**src/shared/wdt_defines.svh**
```systemverilog
// Constants for the watchdog timer block
`ifndef WDT_DEFINES_SVH
`define WDT_DEFINES_SVH
`define WDT_MODE_RESET 8'h67
`define WDT_RESTART_READ 8'h9A
`define WDT_RESTART_KEY 8'hAC
`define WDT_PERIOD_LSB 0
`define WDT_PERIOD_MSB 2
`define WDT_SRC_LSB 3
`define WDT_SRC_MSB 4
`define WDT_LOW_EXP_BASE 11
`define WDT_SYS_EXP_BASE 13
`define WDT_CNT_W 21
`define WDT_RESUME_NS 34000
`define WDT_CLK_NS 20
`define WDT_RESUME_CYC ((`WDT_RESUME_NS) / (`WDT_CLK_NS))
`define WDT_RESUME_W 11
`endif

```
**src/shared/wdt_pkg.sv**
```systemverilog
// Types for the watchdog timer block
package wdt_pkg;
  typedef enum logic [1:0] {
    SRC_LOW = 2'h0,
    SRC_SYS = 2'h1,
    SRC_STOP = 2'h2
  } wdt_src_t;
  typedef enum logic [1:0] {
    RUN = 2'h0,
    FROZEN = 2'h1,
    SETTLE = 2'h3,
    RESUME = 2'h2
  } wdt_state_t;
endpackage : wdt_pkg

```
**src/wdt_top.sv**
```systemverilog
// Watchdog timer with option-selected fixed or stoppable mode
`timescale 1ns/1ps
`include "wdt_defines.svh"
`default_nettype none
module wdt_top (
  // Clock and reset
  input wire logic clk_sys_i,
  input wire logic resetn_i,
  // Option byte: 1 = low-speed oscillator cannot be stopped
  input wire logic opt_fixed_i,
  // Oscillator pins (asynchronous)
  input wire logic low_speed_osc_clock_i,
  input wire logic system_osc_clock_i,
  // CPU power state and settle status
  input wire logic halt_i,
  input wire logic stop_i,
  input wire logic osc_settle_busy_i,
  // Register access
  input wire logic mode_wr_i,
  input wire logic restart_wr_i,
  input wire logic bit_op_i,
  input wire logic [7:0] wdata_i,
  output logic [7:0] mode_rdata_o,
  output logic [7:0] restart_rdata_o,
  // Status
  output logic counting_o,
  output logic [`WDT_CNT_W-1:0] count_o,
  output logic internal_reset_o
);
  import wdt_pkg::*;

  // ==========================================================
  // Clock tick recovery
  // ==========================================================
  logic [1:0] osc_sync;
  logic [1:0] osc_tick;
  logic low_tick;
  logic sys_tick;

  wdt_sync #(.W(2)) u_sync (
    .clk_sys_i(clk_sys_i),
    .resetn_i(resetn_i),
    .d_i({system_osc_clock_i, low_speed_osc_clock_i}),
    .q_o(osc_sync)
  );

  // One edge detector per oscillator: bit 0 low-speed, bit 1 system
  genvar g;
  generate
    for (g = 0; g < 2; g++) begin : g_osc
      wdt_edge u_edge (
        .clk_sys_i(clk_sys_i),
        .resetn_i(resetn_i),
        .level_i(osc_sync[g]),
        .tick_o(osc_tick[g])
      );
    end
  endgenerate

  assign low_tick = osc_tick[0];
  assign sys_tick = osc_tick[1];

  // ==========================================================
  // Mode register
  // ==========================================================
  logic [7:0] mode_reg;
  logic written_reg;
  logic stopped_first_reg;
  logic mode_first;
  logic mode_second;
  logic key_ok;
  logic restart_bad;

  // Only a full byte write counts as the one allowed configuration
  assign mode_first = mode_wr_i && !written_reg && !bit_op_i;
  assign mode_second = mode_wr_i && written_reg;
  assign key_ok = restart_wr_i && !bit_op_i && (wdata_i == `WDT_RESTART_KEY);
  assign restart_bad = restart_wr_i && (bit_op_i || (wdata_i != `WDT_RESTART_KEY));

  always_ff @(posedge clk_sys_i) begin
    if (!resetn_i) begin
      mode_reg <= `WDT_MODE_RESET;
    end else if (mode_first) begin
      if (opt_fixed_i) begin
        // Source bits forced to the low-speed code
        mode_reg <= {wdata_i[7:5], 2'h0, wdata_i[2:0]};
      end else begin
        mode_reg <= wdata_i;
      end
    end
  end

  always_ff @(posedge clk_sys_i) begin
    if (!resetn_i) begin
      written_reg <= 1'b0;
    end else if (mode_first) begin
      written_reg <= 1'b1;
    end
  end

  // Later misuse is harmless only if the first write stopped counting
  always_ff @(posedge clk_sys_i) begin
    if (!resetn_i) begin
      stopped_first_reg <= 1'b0;
    end else if (mode_first && !opt_fixed_i) begin
      stopped_first_reg <= wdata_i[`WDT_SRC_MSB];
    end
  end

  // ==========================================================
  // Clock source and period
  // ==========================================================
  logic [1:0] src_field;
  wdt_src_t src;
  logic [2:0] period;
  logic tick;
  logic [4:0] exp_val;

  assign src_field = mode_reg[`WDT_SRC_MSB:`WDT_SRC_LSB];
  assign period = mode_reg[`WDT_PERIOD_MSB:`WDT_PERIOD_LSB];

  always_comb begin
    if (opt_fixed_i) begin
      src = SRC_LOW;
    end else begin
      unique casez (src_field)
        2'b00: src = SRC_LOW;
        2'b01: src = SRC_SYS;
        2'b1?: src = SRC_STOP;
      endcase
    end
  end

  // Stopped source gives no ticks at all
  always_comb begin
    unique case (src)
      SRC_LOW: tick = low_tick;
      SRC_SYS: tick = sys_tick;
      default: tick = 1'b0;
    endcase
  end

  always_comb begin
    if (src == SRC_SYS) begin
      exp_val = 5'(`WDT_SYS_EXP_BASE + period);
    end else begin
      exp_val = 5'(`WDT_LOW_EXP_BASE + period);
    end
  end

  // ==========================================================
  // Power-state sequencing
  // ==========================================================
  wdt_state_t state_reg;
  logic [`WDT_RESUME_W-1:0] resume_cnt_reg;
  logic stop_rel_sys_reg;
  logic sleep;
  logic resume_done;

  assign sleep = halt_i | stop_i;
  assign resume_done = (resume_cnt_reg == `WDT_RESUME_W'(`WDT_RESUME_CYC - 1));

  always_ff @(posedge clk_sys_i) begin
    if (!resetn_i) begin
      state_reg <= RUN;
    end else begin
      unique case (state_reg)
        RUN: begin
          // Fixed mode never leaves this state
          if (sleep && !opt_fixed_i) begin
            state_reg <= FROZEN;
          end
        end
        FROZEN: begin
          if (!sleep) begin
            if (stop_rel_sys_reg) begin
              state_reg <= SETTLE;
            end else begin
              state_reg <= RUN;
            end
          end
        end
        SETTLE: begin
          if (!osc_settle_busy_i) begin
            state_reg <= RESUME;
          end
        end
        RESUME: begin
          if (resume_done) begin
            state_reg <= RUN;
          end
        end
      endcase
    end
  end

  // Counts the fixed pause once the oscillator has settled
  always_ff @(posedge clk_sys_i) begin
    if (!resetn_i) begin
      resume_cnt_reg <= '0;
    end else if (state_reg != RESUME) begin
      resume_cnt_reg <= '0;
    end else if (!resume_done) begin
      resume_cnt_reg <= resume_cnt_reg + 1'b1;
    end
  end

  // Remember whether the sleep was a STOP with system clock source
  always_ff @(posedge clk_sys_i) begin
    if (!resetn_i) begin
      stop_rel_sys_reg <= 1'b0;
    end else if (state_reg == RUN && sleep) begin
      stop_rel_sys_reg <= stop_i && (src == SRC_SYS);
    end
  end

  // ==========================================================
  // Counter and overflow
  // ==========================================================
  logic run_en;
  logic [`WDT_CNT_W-1:0] cnt_reg;
  logic [`WDT_CNT_W-1:0] limit;
  logic overflow;
  logic misuse;

  // Fixed mode: never frozen, never stopped
  always_comb begin
    if (opt_fixed_i) begin
      run_en = 1'b1;
    end else begin
      unique case (state_reg)
        RUN: run_en = !sleep && (src != SRC_STOP);
        FROZEN: run_en = 1'b0;
        SETTLE: run_en = 1'b0;
        RESUME: run_en = 1'b0;
      endcase
    end
  end

  assign limit = `WDT_CNT_W'(({`WDT_CNT_W{1'b1}} >> (`WDT_CNT_W - exp_val)));
  assign overflow = run_en && tick && (cnt_reg == limit);
  assign misuse = !stopped_first_reg && (restart_bad || mode_second);

  always_ff @(posedge clk_sys_i) begin
    if (!resetn_i) begin
      cnt_reg <= '0;
    end else if (mode_first || key_ok) begin
      cnt_reg <= '0;
    end else if (overflow) begin
      // Wrap so an unserviced request comes back a full period later
      cnt_reg <= '0;
    end else if (run_en && tick) begin
      cnt_reg <= cnt_reg + 1'b1;
    end
  end

  // ==========================================================
  // Internal reset request
  // ==========================================================
  always_ff @(posedge clk_sys_i) begin
    if (!resetn_i) begin
      internal_reset_o <= 1'b0;
    end else begin
      internal_reset_o <= overflow || misuse;
    end
  end

  // ==========================================================
  // Read-back and status
  // ==========================================================
  always_ff @(posedge clk_sys_i) begin
    if (!resetn_i) begin
      mode_rdata_o <= `WDT_MODE_RESET;
    end else begin
      mode_rdata_o <= mode_reg;
    end
  end

  // Restart register always reads back the fixed pattern
  always_ff @(posedge clk_sys_i) begin
    if (!resetn_i) begin
      restart_rdata_o <= `WDT_RESTART_READ;
    end else begin
      restart_rdata_o <= `WDT_RESTART_READ;
    end
  end

  always_ff @(posedge clk_sys_i) begin
    if (!resetn_i) begin
      counting_o <= 1'b0;
    end else begin
      counting_o <= run_en;
    end
  end

  always_ff @(posedge clk_sys_i) begin
    if (!resetn_i) begin
      count_o <= '0;
    end else begin
      count_o <= cnt_reg;
    end
  end
endmodule : wdt_top
`default_nettype wire

```
**src/wdt_sync.sv**
```systemverilog
// Two-stage synchroniser per bit
`timescale 1ns/1ps
`default_nettype none
module wdt_sync #(
  parameter int W = 1
) (
  input wire logic clk_sys_i,
  input wire logic resetn_i,
  input wire logic [W-1:0] d_i,
  output logic [W-1:0] q_o
);
  logic [W-1:0] meta_reg;
  genvar g;
  generate
    for (g = 0; g < W; g++) begin : g_bit
      always_ff @(posedge clk_sys_i) begin
        if (!resetn_i) begin
          meta_reg[g] <= 1'b0;
          q_o[g] <= 1'b0;
        end else begin
          meta_reg[g] <= d_i[g];
          q_o[g] <= meta_reg[g];
        end
      end
    end
  endgenerate
endmodule : wdt_sync
`default_nettype wire

```
**src/wdt_edge.sv**
```systemverilog
// Rising-edge detector giving one-cycle tick
`timescale 1ns/1ps
`default_nettype none
module wdt_edge (
  input wire logic clk_sys_i,
  input wire logic resetn_i,
  input wire logic level_i,
  output logic tick_o
);
  logic last_reg;
  always_ff @(posedge clk_sys_i) begin
    if (!resetn_i) begin
      last_reg <= 1'b0;
      tick_o <= 1'b0;
    end else begin
      last_reg <= level_i;
      tick_o <= level_i & ~last_reg;
    end
  end
endmodule : wdt_edge
`default_nettype wire

```
**config.mk**
```make
export PLATFORM = sky130hd
export DESIGN_NAME = wdt_top
export DESIGN_NICKNAME = d
export VERILOG_FILES = /design/src/shared/wdt_pkg.sv /design/src/wdt_top.sv /design/src/wdt_sync.sv /design/src/wdt_edge.sv
export VERILOG_INCLUDE_DIRS = /design/src /design/src/shared
export SDC_FILE = /design/constraint.sdc
export NUM_CORES = 1
export LEC_CHECK = 0
export BUFFER_PORTS_ARGS = -buffer_cell sky130_fd_sc_hd__buf_2
export CELL_PAD_IN_SITES_DETAIL_PLACEMENT = 1
export CELL_PAD_IN_SITES_GLOBAL_PLACEMENT = 1
export CORE_ASPECT_RATIO = 1.4
export CORE_MARGIN = 2
export CORE_UTILIZATION = 47
export CTS_CLUSTER_SIZE = 14
export DETAILED_ROUTE_END_ITERATION = 7
export HOLD_SLACK_MARGIN = 0.12
export PLACE_DENSITY_LB_ADDON = 0.15
export SLEW_MARGIN = 40
export SYNTH_ARGS = -nofsm -noshare
export SYNTH_HDL_FRONTEND = slang
export SYNTH_HIERARCHICAL = 1
export SYNTH_SLANG_ARGS = --single-unit
```
**constraint.sdc**
```tcl
create_clock -name clk_sys_i -period 10.1 [get_ports clk_sys_i]
set_clock_uncertainty 0.05 [all_clocks]
set_input_delay 1.515 -clock clk_sys_i [delete_from_list [all_inputs] [get_ports clk_sys_i]]
set_output_delay 1.515 -clock clk_sys_i [all_outputs]
set_load 0.005 [all_outputs]
```
==> results.yml, run 1 <==
run_status:
  status: "finished, final reports clean"
route:
  vias: 3659
  ant_nets: 0
  drt-vias-per-instance: 5.77
  drtIter0Drc: 130
  wl_per_cell_um: 17.9
  dr.pass1.iters: 4
  wl_mm: 11.3
  route.detailed.drc: 0
setup_path:
  crit_family: "compound AO/OA/AOI/OAI gates"
  critPathCaptureType: "register"
  critPathMaxStageDelay_ns: 0.60
  cp.required_ns: 10.31
  path_buf_inv: 2
  regToRegSetupSlack_ns: 5.50
  cp_slowest_cell: "ha_1"
  arrival_ns: 5.67
  crit_type: "in -> reg"
  start_kind: "primary input"
  crit_chain: "buf_2, nor3b_1, xnor2_1, ha_1, a21o_1, ha_1, ha_1, a21boi_0, nor2_1, a2bb2oi_1, o21ai_0, nor4_1, o31ai_1, nor4_4, buf_4, nor3b_1"
  timing.rr.end: "cnt_reg[8]"
  timing.rr.start: "mode_reg[3]"
  reg2reg_depth: 15
  crit_top_cell: "ha_1"
  cp_max_fo: 21
power:
  power_mw: 0.871
  vdd_drop_max_mv: 0.102
  p_leak_nw: 1.92
  power_density_mw_per_mm2: 180
sta:
  relSlewSlack_pct: 46.3
  slew_viol_final: 0
  clock.fmax_mhz: 183
  hold_viol: 0
  rsz0062_at_grt: "no"
  period_needed_ns: 5.45
  worst_pin_slew_ns: 0.806
  finalSetupViolations: 0
  holdWs_ns: 0.392
  setup-tns-final_ns: 0
  timing.final.crit_share_pct: 54.0
  fin_ws_ns: 4.65
synth:
  synth_edf_count: 0
  synthAdderAreaFrac_pct: 1.47
  synth-xor-area-share_pct: 7.85
  synthesis.area_mm2: 0.00424
  synth_top_family_by_area: "simple AND/OR/NAND/NOR gates"
  synthSimpleGateAreaFrac_pct: 30.0
  ys_seq_area_share_pct: 39.6
  yosys_warnings: 6
  syn_inst: 485
  async_reset_ff_share_pct: 0
  synth.distinct_cells: 65
  dominantRegCellSynth: "dfxtp_1"
  avgSynthCellArea_um2: 8.75
  synth_seq_cells: 84
  synthMuxAreaShare_pct: 1.68
  synth_compound_area_share_pct: 13.6
floorplan:
  die_y_um: 116
  dieArea_mm2: 0.00981
  core_area_mm2: 0.00887
  ios: 58
  start_util_pct: 47.8
  rows: 41
  die-width_um: 84.3
min_path:
  min_path_cells: 1
  hold_start: "u_sync/meta_reg[1]"
  min_to: "u_sync/q_o[1]"
  hold_class: "reg -> reg"
cells_and_area:
  syn2layout_area_growth_pct: 14.1
  finish.instance_area_mm2: 0.00484
  n_fill_cell: 1065
  drive_gt1_share_pct: 19.0
  antenna_cells: 0
  nNetsFinal: 546
global_routing:
  grt_overflow_total: 0
  grt_pass1_vias: 3717
  grt_usage_pct: 23.6
  grt_start_max_net_pins: 42
  grt_first_pass_wirelength_mm: 18.1
  grt_antenna_before_repair: 0
clock_network:
  cts_tree: "yes"
  clock_path_buffers: 2
  cts_resized: 0
  clk_pin_slew_worst_paths_ns: 0.06
  clk-insertion-delay-late_ns: 0.35
  htree_levels: 3
  numCtsBuffers: 9
  holdBufCountCts: 0
  cts_setup_buffers: 0
  cts.sinks: 84
  root_buffer: "clkbuf_16"
placement:
  dpl_worst_slack_ns: 4.31
  placed_cell_area_mm2: 0.00448
  io_buffers: 49
  routabilityCongestion: 0.935
  hpwlAfterDp_mm: 8.32
run:
  maxCapViolCount: 0
## metrics by stage
stage,std cells,utilization (%)
2_1_floorplan,491,-
3_3_place_gp,618,50.5
6_report,634,54.5
5_1_grt,634,54.5
3_5_place_dp,618,50.5
4_1_cts,634,54.5
## layout make-up
class	count	area [µm²]	share of cell area, %
multi-input combinational	360	2350	48.6
inverter	16	60.1	1.24
clock buffer	10	239	4.94
tap	107	134	2.77
clock inverter	6	111	2.30
sequential	84	1680	34.7
timing repair buffer	51	260	5.38
## worst max-delay path by stage
stage / startpoint / endpoint / slack, ns / depth (start not counted)
finish: opt_fixed_i / cnt_reg[8] / 4.65 / 16
global route: opt_fixed_i / cnt_reg[10] / 4.22 / 16
CTS: opt_fixed_i / cnt_reg[8] / 4.65 / 16
detailed placement: opt_fixed_i / cnt_reg[8] / 4.31 / 16
global placement: opt_fixed_i / cnt_reg[8] / 4.38 / 16
floorplan: opt_fixed_i / cnt_reg[10] / 4.89 / 17
## logic make-up (layout without fill, tap and decap cells)
kind of cell             after synthesis  after routing
adder cells (fa/ha/maj)                5              5
multiplexers                           7              7
flip-flops                            84             84
AND/OR/NAND/NOR                      218            218
XOR/XNOR                              38             38
AO/OA/AOI/OAI                         84             84
buffers and inverters                 47             83
other                                  2              8
## per-layer routing
metal	global-route usage (%)	share of wire [%]
met1	25.6	41
met2	41.9	51
met3	3.46	3.4
met4	17.2	5.2
met5	0	0
## where the power goes
group / total, mW / internal (mW) / leakage [nW] / switching, mW
Combinational: 0.146 / 0.0520 / 1.07 / 0.0936
Sequential: 0.344 / 0.337 / 0.681 / 0.00638
Clock: 0.382 / 0.248 / 0.169 / 0.134
Total: 0.871 / 0.637 / 1.92 / 0.234
## synthesized netlist by cell type, drive strengths merged, types with 5 or more instances
cell type | instances | area (µm²)
a21oi | 27 | 139
nor2 | 39 | 146
buf | 14 | 110
nand4 | 7 | 50.1
xor2 | 16 | 140
a21o | 6 | 45.0
nor3 | 28 | 240
mux2i | 6 | 60.1
and3 | 7 | 43.8
nand2 | 43 | 161
nand2b | 8 | 50.1
nand3 | 25 | 130
and2 | 28 | 175
inv | 16 | 60.1
o21ai | 17 | 85.1
xnor2 | 22 | 193
clkbuf | 17 | 63.8
ha | 5 | 62.6
dfxtp | 84 | 1680
nor3b | 6 | 45.0
## cell usage in the layout, fill, tap and decap left out, types with 5 or more instances in the layout
master / synthesis / routed
buf_2: 1 / 49
a21o_1: 6 / 6
nand2_1: 43 / 43
dfxtp_1: 84 / 84
xnor2_1: 22 / 22
a21oi_1: 26 / 26
o21ai_0: 16 / 16
nand3_1: 24 / 24
mux2i_1: 6 / 6
nand2b_1: 8 / 8
nor2_1: 39 / 39
xor2_1: 16 / 16
clkbuf_16: 0 / 9
ha_1: 5 / 5
nor3_1: 8 / 8
nor3b_1: 6 / 5
conb_1: 2 / 8
and3_1: 7 / 7
nand4_1: 6 / 6
nor3_2: 20 / 20
and2_1: 28 / 28
inv_1: 16 / 16
(Power assumes the default switching activity.)
==> inputs of run 2 (changes only) <==
--- a/config.mk
+++ b/config.mk
@@ -11,7 +11,7 @@
 export CELL_PAD_IN_SITES_GLOBAL_PLACEMENT = 1
 export CORE_ASPECT_RATIO = 1.4
 export CORE_MARGIN = 2
-export CORE_UTILIZATION = 47
+export CORE_UTILIZATION = 43
 export CTS_CLUSTER_SIZE = 14
 export DETAILED_ROUTE_END_ITERATION = 7
 export HOLD_SLACK_MARGIN = 0.12
==> constraint.sdc (replaced) <==
create_clock -name clk_sys_i -period 5.15 [get_ports clk_sys_i]
set_clock_uncertainty 0.05 [all_clocks]
set_input_delay 0.7725 -clock clk_sys_i [delete_from_list [all_inputs] [get_ports clk_sys_i]]
set_output_delay 0.7725 -clock clk_sys_i [all_outputs]
set_load 0.005 [all_outputs]
==> results.yml, run 2 (synthesis results as in run 1) <==
sta:
  rsz0062_at_grt: "no"
  worst_pin_slew_ns: 0.837
  clock.fmax_mhz: 206
  setup-tns-final_ns: 0
  slew_viol_final: 0
  hold_viol: 0
  timing.final.crit_share_pct: 94.4
  period_needed_ns: 4.86
  relSlewSlack_pct: 43.7
  holdWs_ns: 0.384
  finalSetupViolations: 0
global_routing:
  grt_first_pass_wirelength_mm: 18.8
  grt_pass1_vias: 3700
  grt_start_max_net_pins: 42
  grt_usage_pct: 22.9
  grt_antenna_before_repair: 0
  grt_overflow_total: 0
placement:
  routabilityCongestion: 0.928
  placed_cell_area_mm2: 0.00454
  dp_cells: 645
  hpwlAfterDp_mm: 8.57
  io_buffers: 49
clock_network:
  htree_levels: 3
  cts_tree: "yes"
  clock_path_buffers: 2
  cts_resized: 0
  root_buffer: "clkbuf_16"
  cts_setup_buffers: 0
  clk_pin_slew_worst_paths_ns: 0.06
  holdBufCountCts: 0
  clk-insertion-delay-late_ns: 0.34
  numCtsBuffers: 9
  cts.sinks: 84
cells_and_area:
  fin_util_pct: 50.9
  drive_gt1_share_pct: 19.1
  finish.instance_area_mm2: 0.00484
  nNetsFinal: 548
  stdcell_count: 661
  final_common_cell: "dfxtp_1"
  syn2layout_area_growth_pct: 14.2
  antenna_cells: 0
  final_cell_mix: "dfxtp_1, buf_2, nand2_1"
setup_path:
  cp_max_fo: 21
  cp.required_ns: 5.36
  critPathCaptureType: "register"
  timing.rr.start: "mode_reg[3]"
  timing.rr.end: "cnt_reg[8]"
  regToRegSetupSlack_ns: 0.39
  arrival_ns: 5.08
  start_kind: "primary input"
  reg2reg_depth: 15
  crit_type: "in -> reg"
min_path:
  hold_start: "u_sync/meta_reg[0]"
  min_to: "u_sync/q_o[0]"
  hold_class: "reg -> reg"
  min_path_cells: 1
floorplan:
  core_area_mm2: 0.00951
  ios: 58
  rows: 42
  start_util_pct: 44.6
  dieArea_mm2: 0.0107
  die_y_um: 122
  die-width_um: 87.9
power:
  p_int_mw: 1.14
  seqPwrFrac_pct: 42.0
  power_density_mw_per_mm2: 332
  swShare_pct: 28.8
  p_leak_nw: 1.90
  clock_power_share_pct: 39.7
  switching_power_mw: 0.463
  vdd_drop_max_mv: 0.175
  power_frac_comb_pct: 18.4
route:
  wl_mm: 11.6
  drtIter0Drc: 151
  dr.pass1.iters: 4
  route.detailed.drc: 0
  wl_per_cell_um: 17.6
  vias: 3642
  ant_nets: 0
  drt-vias-per-instance: 5.51
run:
  maxCapViolCount: 0
run_status:
  status: "finished, final reports clean"
[run 2: worst max path at each step]
| stage | depth (start not counted) | slack (ns) | from | endpoint |
|---|---|---|---|---|
| after floorplan | 17 | 0.69 | opt_fixed_i | cnt_reg[10] |
| after global placement | 16 | 0.18 | opt_fixed_i | cnt_reg[8] |
| after detailed placement | 16 | 0.04 | opt_fixed_i | cnt_reg[8] |
| final | 16 | 0.29 | opt_fixed_i | cnt_reg[8] |
| after CTS | 16 | 0.38 | opt_fixed_i | cnt_reg[8] |
| after global routing | 16 | 0.06 | opt_fixed_i | cnt_reg[8] |
[run 2: final cells by class]
class	count	area [µm²]
fill	1149	4670
multi-input combinational	360	2350
sequential	84	1680
timing repair buffer	53	288
clock buffer	10	229
tap	132	165
clock inverter	6	65.1
inverter	16	60.1
[run 2: metal layers]
layer | global-route usage (%) | wire (µm) | share of wire [%] | up-vias
met2 | 40.6 | 6120 | 53 | 84
met4 | 10.1 | 365 | 3.1 | 0
met5 | 0 | 0 | 0 | -
met1 | 26.2 | 4760 | 41 | 1783
li1 | - | - | - | 1752
met3 | 4.42 | 373 | 3.2 | 23
[run 2: through the flow]
| step | total power [mW] | setup WS [ns] |
|---|---|---|
| global route | 1.68 | 0.0631 |
| global placement | 0.973 | 0.175 |
| CTS | 1.62 | 0.380 |
| finish | 1.61 | 0.286 |
| detailed placement | 0.977 | 0.0369 |
| floorplan | 0.899 | 0.687 |
[run 2: power groups by stage]
stage               sequential, mW  clock [mW]  combinational (mW)
finish                       0.674       0.637               0.295
detailed placement           0.688           0               0.289
floorplan                    0.681           0               0.217
CTS                          0.673       0.655               0.291
global placement             0.687           0               0.286
global route                 0.675       0.684               0.322
[run 2: worst max-delay path, cell delays in order]
cell and delay [ns]:
buf_2 0.16, nor3b_1 0.38, xnor2_1 0.12, ha_1 0.19
a21o_1 0.16, ha_1 0.32, ha_1 0.57, a21boi_0 0.73
nor2_1 0.10, a2bb2oi_1 0.16, o21ai_0 0.34, nor4_1 0.10
o31ai_1 0.53, nor4_4 0.07, buf_12 0.19, nor3b_1 0.17
==> inputs of run 3 (changes only) <==
--- a/config.mk
+++ b/config.mk
@@ -6,12 +6,14 @@
 export SDC_FILE = /design/constraint.sdc
 export NUM_CORES = 1
 export LEC_CHECK = 0
+export ABC_AREA = 1
 export BUFFER_PORTS_ARGS = -buffer_cell sky130_fd_sc_hd__buf_2
 export CELL_PAD_IN_SITES_DETAIL_PLACEMENT = 1
 export CELL_PAD_IN_SITES_GLOBAL_PLACEMENT = 1
 export CORE_ASPECT_RATIO = 1.4
 export CORE_MARGIN = 2
-export CORE_UTILIZATION = 43
+export CORE_UTILIZATION = 41
+export CTS_CLUSTER_DIAMETER = 60
 export CTS_CLUSTER_SIZE = 14
 export DETAILED_ROUTE_END_ITERATION = 7
 export HOLD_SLACK_MARGIN = 0.12
==> results.yml, run 3 <==
global_routing:
  grt_antenna_before_repair: 0
  grt_overflow_total: 0
  grt_first_pass_wirelength_mm: 17.0
  grt_usage_pct: 20.2
  grt_start_max_net_pins: 40
  grt_pass1_vias: 3662
synth:
  synth.area.top_cells: "dfxtp_1, nand2_1, inv_1"
  synth_seq_cells: 84
  synth_edf_count: 0
  synth_top_area_share_pct: 41.0
  avgSynthCellArea_um2: 7.30
  syn_inst: 562
  yosysTopAreaCell: "dfxtp_1"
  async_reset_ff_share_pct: 0
  dominantRegCellSynth: "dfxtp_1"
  synth.distinct_cells: 38
  synth_most_common_cell: "nand2_1"
  yosys_warnings: 6
  netlist_top_cells_count: "nand2_1, inv_1, dfxtp_1, nor2_1, nand3_1"
  ys_seq_area_share_pct: 41.0
  synthesis.area_mm2: 0.00410
floorplan:
  die-width_um: 88.5
  ios: 58
  rows: 43
  core_area_mm2: 0.00985
  die_y_um: 122
  start_util_pct: 41.6
  dieArea_mm2: 0.0108
sta:
  hold_viol: 0
  period_needed_ns: 3.91
  worst_pin_slew_ns: 0.710
  finalSetupViolations: 0
  slew_viol_final: 0
  timing.final.crit_share_pct: 75.9
  rsz0062_at_grt: "no"
  relSlewSlack_pct: 52.3
  setup-tns-final_ns: 0
  clock.fmax_mhz: 256
setup_path:
  critPathCaptureType: "register"
  cp_max_fo: 21
  arrival_ns: 4.07
  cp.required_ns: 5.31
  crit_type: "in -> reg"
  start_kind: "primary input"
run_status:
  status: "finished, final reports clean"
cells_and_area:
  drive_gt1_share_pct: 19.5
  syn2layout_area_growth_pct: 15.3
  final_common_cell: "nand2_1"
  n_fill_cell: 1272
  final_cell_mix: "nand2_1, inv_1, dfxtp_1"
  nNetsFinal: 634
  fin_util_pct: 48.0
  antenna_cells: 0
clock_network:
  holdBufCountCts: 0
  clock_path_buffers: 2
  htree_levels: 3
  clk-insertion-delay-late_ns: 0.33
  cts_resized: 0
  root_buffer: "clkbuf_16"
  numCtsBuffers: 9
  cts.sinks: 84
  cts_setup_buffers: 0
  clk_pin_slew_worst_paths_ns: 0.06
  cts_tree: "yes"
route:
  drtIter0Drc: 74
  vias: 3601
  ant_nets: 0
  wl_mm: 10.2
  drt-vias-per-instance: 4.80
  route.detailed.drc: 0
  wl_per_cell_um: 13.6
  dr.pass1.iters: 4
power:
  power_density_mw_per_mm2: 353
  p_leak_nw: 2.27
  vdd_drop_max_mv: 0.180
placement:
  hpwlAfterDp_mm: 7.83
  io_buffers: 49
  routabilityCongestion: 0.946
run:
  maxCapViolCount: 0
min_path:
  hold_class: "reg -> reg"
run 3: cell types whose count changed after synthesis, sizes merged, moves of 13 or more:
cell and change:
and2 -28, nand2 +93, xnor2 -21, nor2 +26, inv +84, nor3 -17
nand3 +13
run 3: kinds of logic after synthesis:
| group | Yosys count | synth area share (%) |
|---|---|---|
| buffers and inverters | 121 | 13.0 |
| XOR/XNOR | 21 | 4.49 |
| flip-flops | 84 | 41.0 |
| AND/OR/NAND/NOR | 277 | 32.3 |
| adder cells (fa/ha/maj) | 5 | 1.53 |
| other | 2 | 0.183 |
| AO/OA/AOI/OAI | 52 | 7.54 |
run 3: path summary, 6_finish.rpt:
check	depth (start not counted)	from	slack (ns)	to
setup / recovery	26	opt_fixed_i	1.24	cnt_reg[18]
hold / removal	1	g_osc[1].u_edge/last_reg	0.35	g_osc[1].u_edge/tick_o
setup reg to reg	24	mode_reg[3]	1.47	cnt_reg[18]
hold reg to reg	1	g_osc[1].u_edge/last_reg	0.35	g_osc[1].u_edge/tick_o
run 3: final cells by class:
type                       count  area [µm²]  area share [%]
inverter                     101         379            8.02
timing repair buffer          51         260            5.51
sequential                    84        1680            35.6
tap                          135         169            3.57
multi-input combinational    363        1910            40.4
clock inverter                 5        85.1            1.80
clock buffer                  11         243            5.14
run 3: power breakdown:
part | switching, mW | internal (mW)
Clock | 0.260 | 0.440
Sequential | 0.00735 | 0.662
Combinational | 0.207 | 0.0946
run 3: critical path, cell delays in order:
cell     delay, ns
buf_2         0.12
inv_2         0.09
nand2_1       0.05
nor2_1        0.19
nand2_1       0.09
nand2_2       0.11
inv_2         0.05
ha_1          0.17
inv_1         0.05
nand2_1       0.05
ha_1          0.29
ha_1          0.23
inv_1         0.10
nand2_4       0.08
nand2_4       0.11
nand3_2       0.20
inv_2         0.25
nor2_1        0.08
nand2_1       0.07
nand2_1       0.05
nor2_1        0.19
nand2_1       0.11
nor2_2        0.12
nand2_2       0.08
nand2_4       0.29
nor2_1        0.08
run 3: through the flow:
stage	area, µm²	setup slack [ns]	total power [mW]	instances	hold slack, ns
3_3_place_gp	4400	1.04	0.979	734	0.338
5_1_grt	4730	0.922	1.76	750	0.368
2_1_floorplan	4120	1.71	0.929	568	0.334
3_5_place_dp	4400	0.939	0.984	734	0.342
4_1_cts	4730	1.24	1.69	750	0.357
6_report	4730	1.24	1.67	750	0.354
run 3: metal layers:
layer	vias to the layer above	global-route usage [%]	part of all wire, %
met4	0	7.95	2.7
met2	58	38.0	54
li1	1823	-	-
met5	-	0	0
met1	1700	22.0	41
met3	20	3.43	2.8
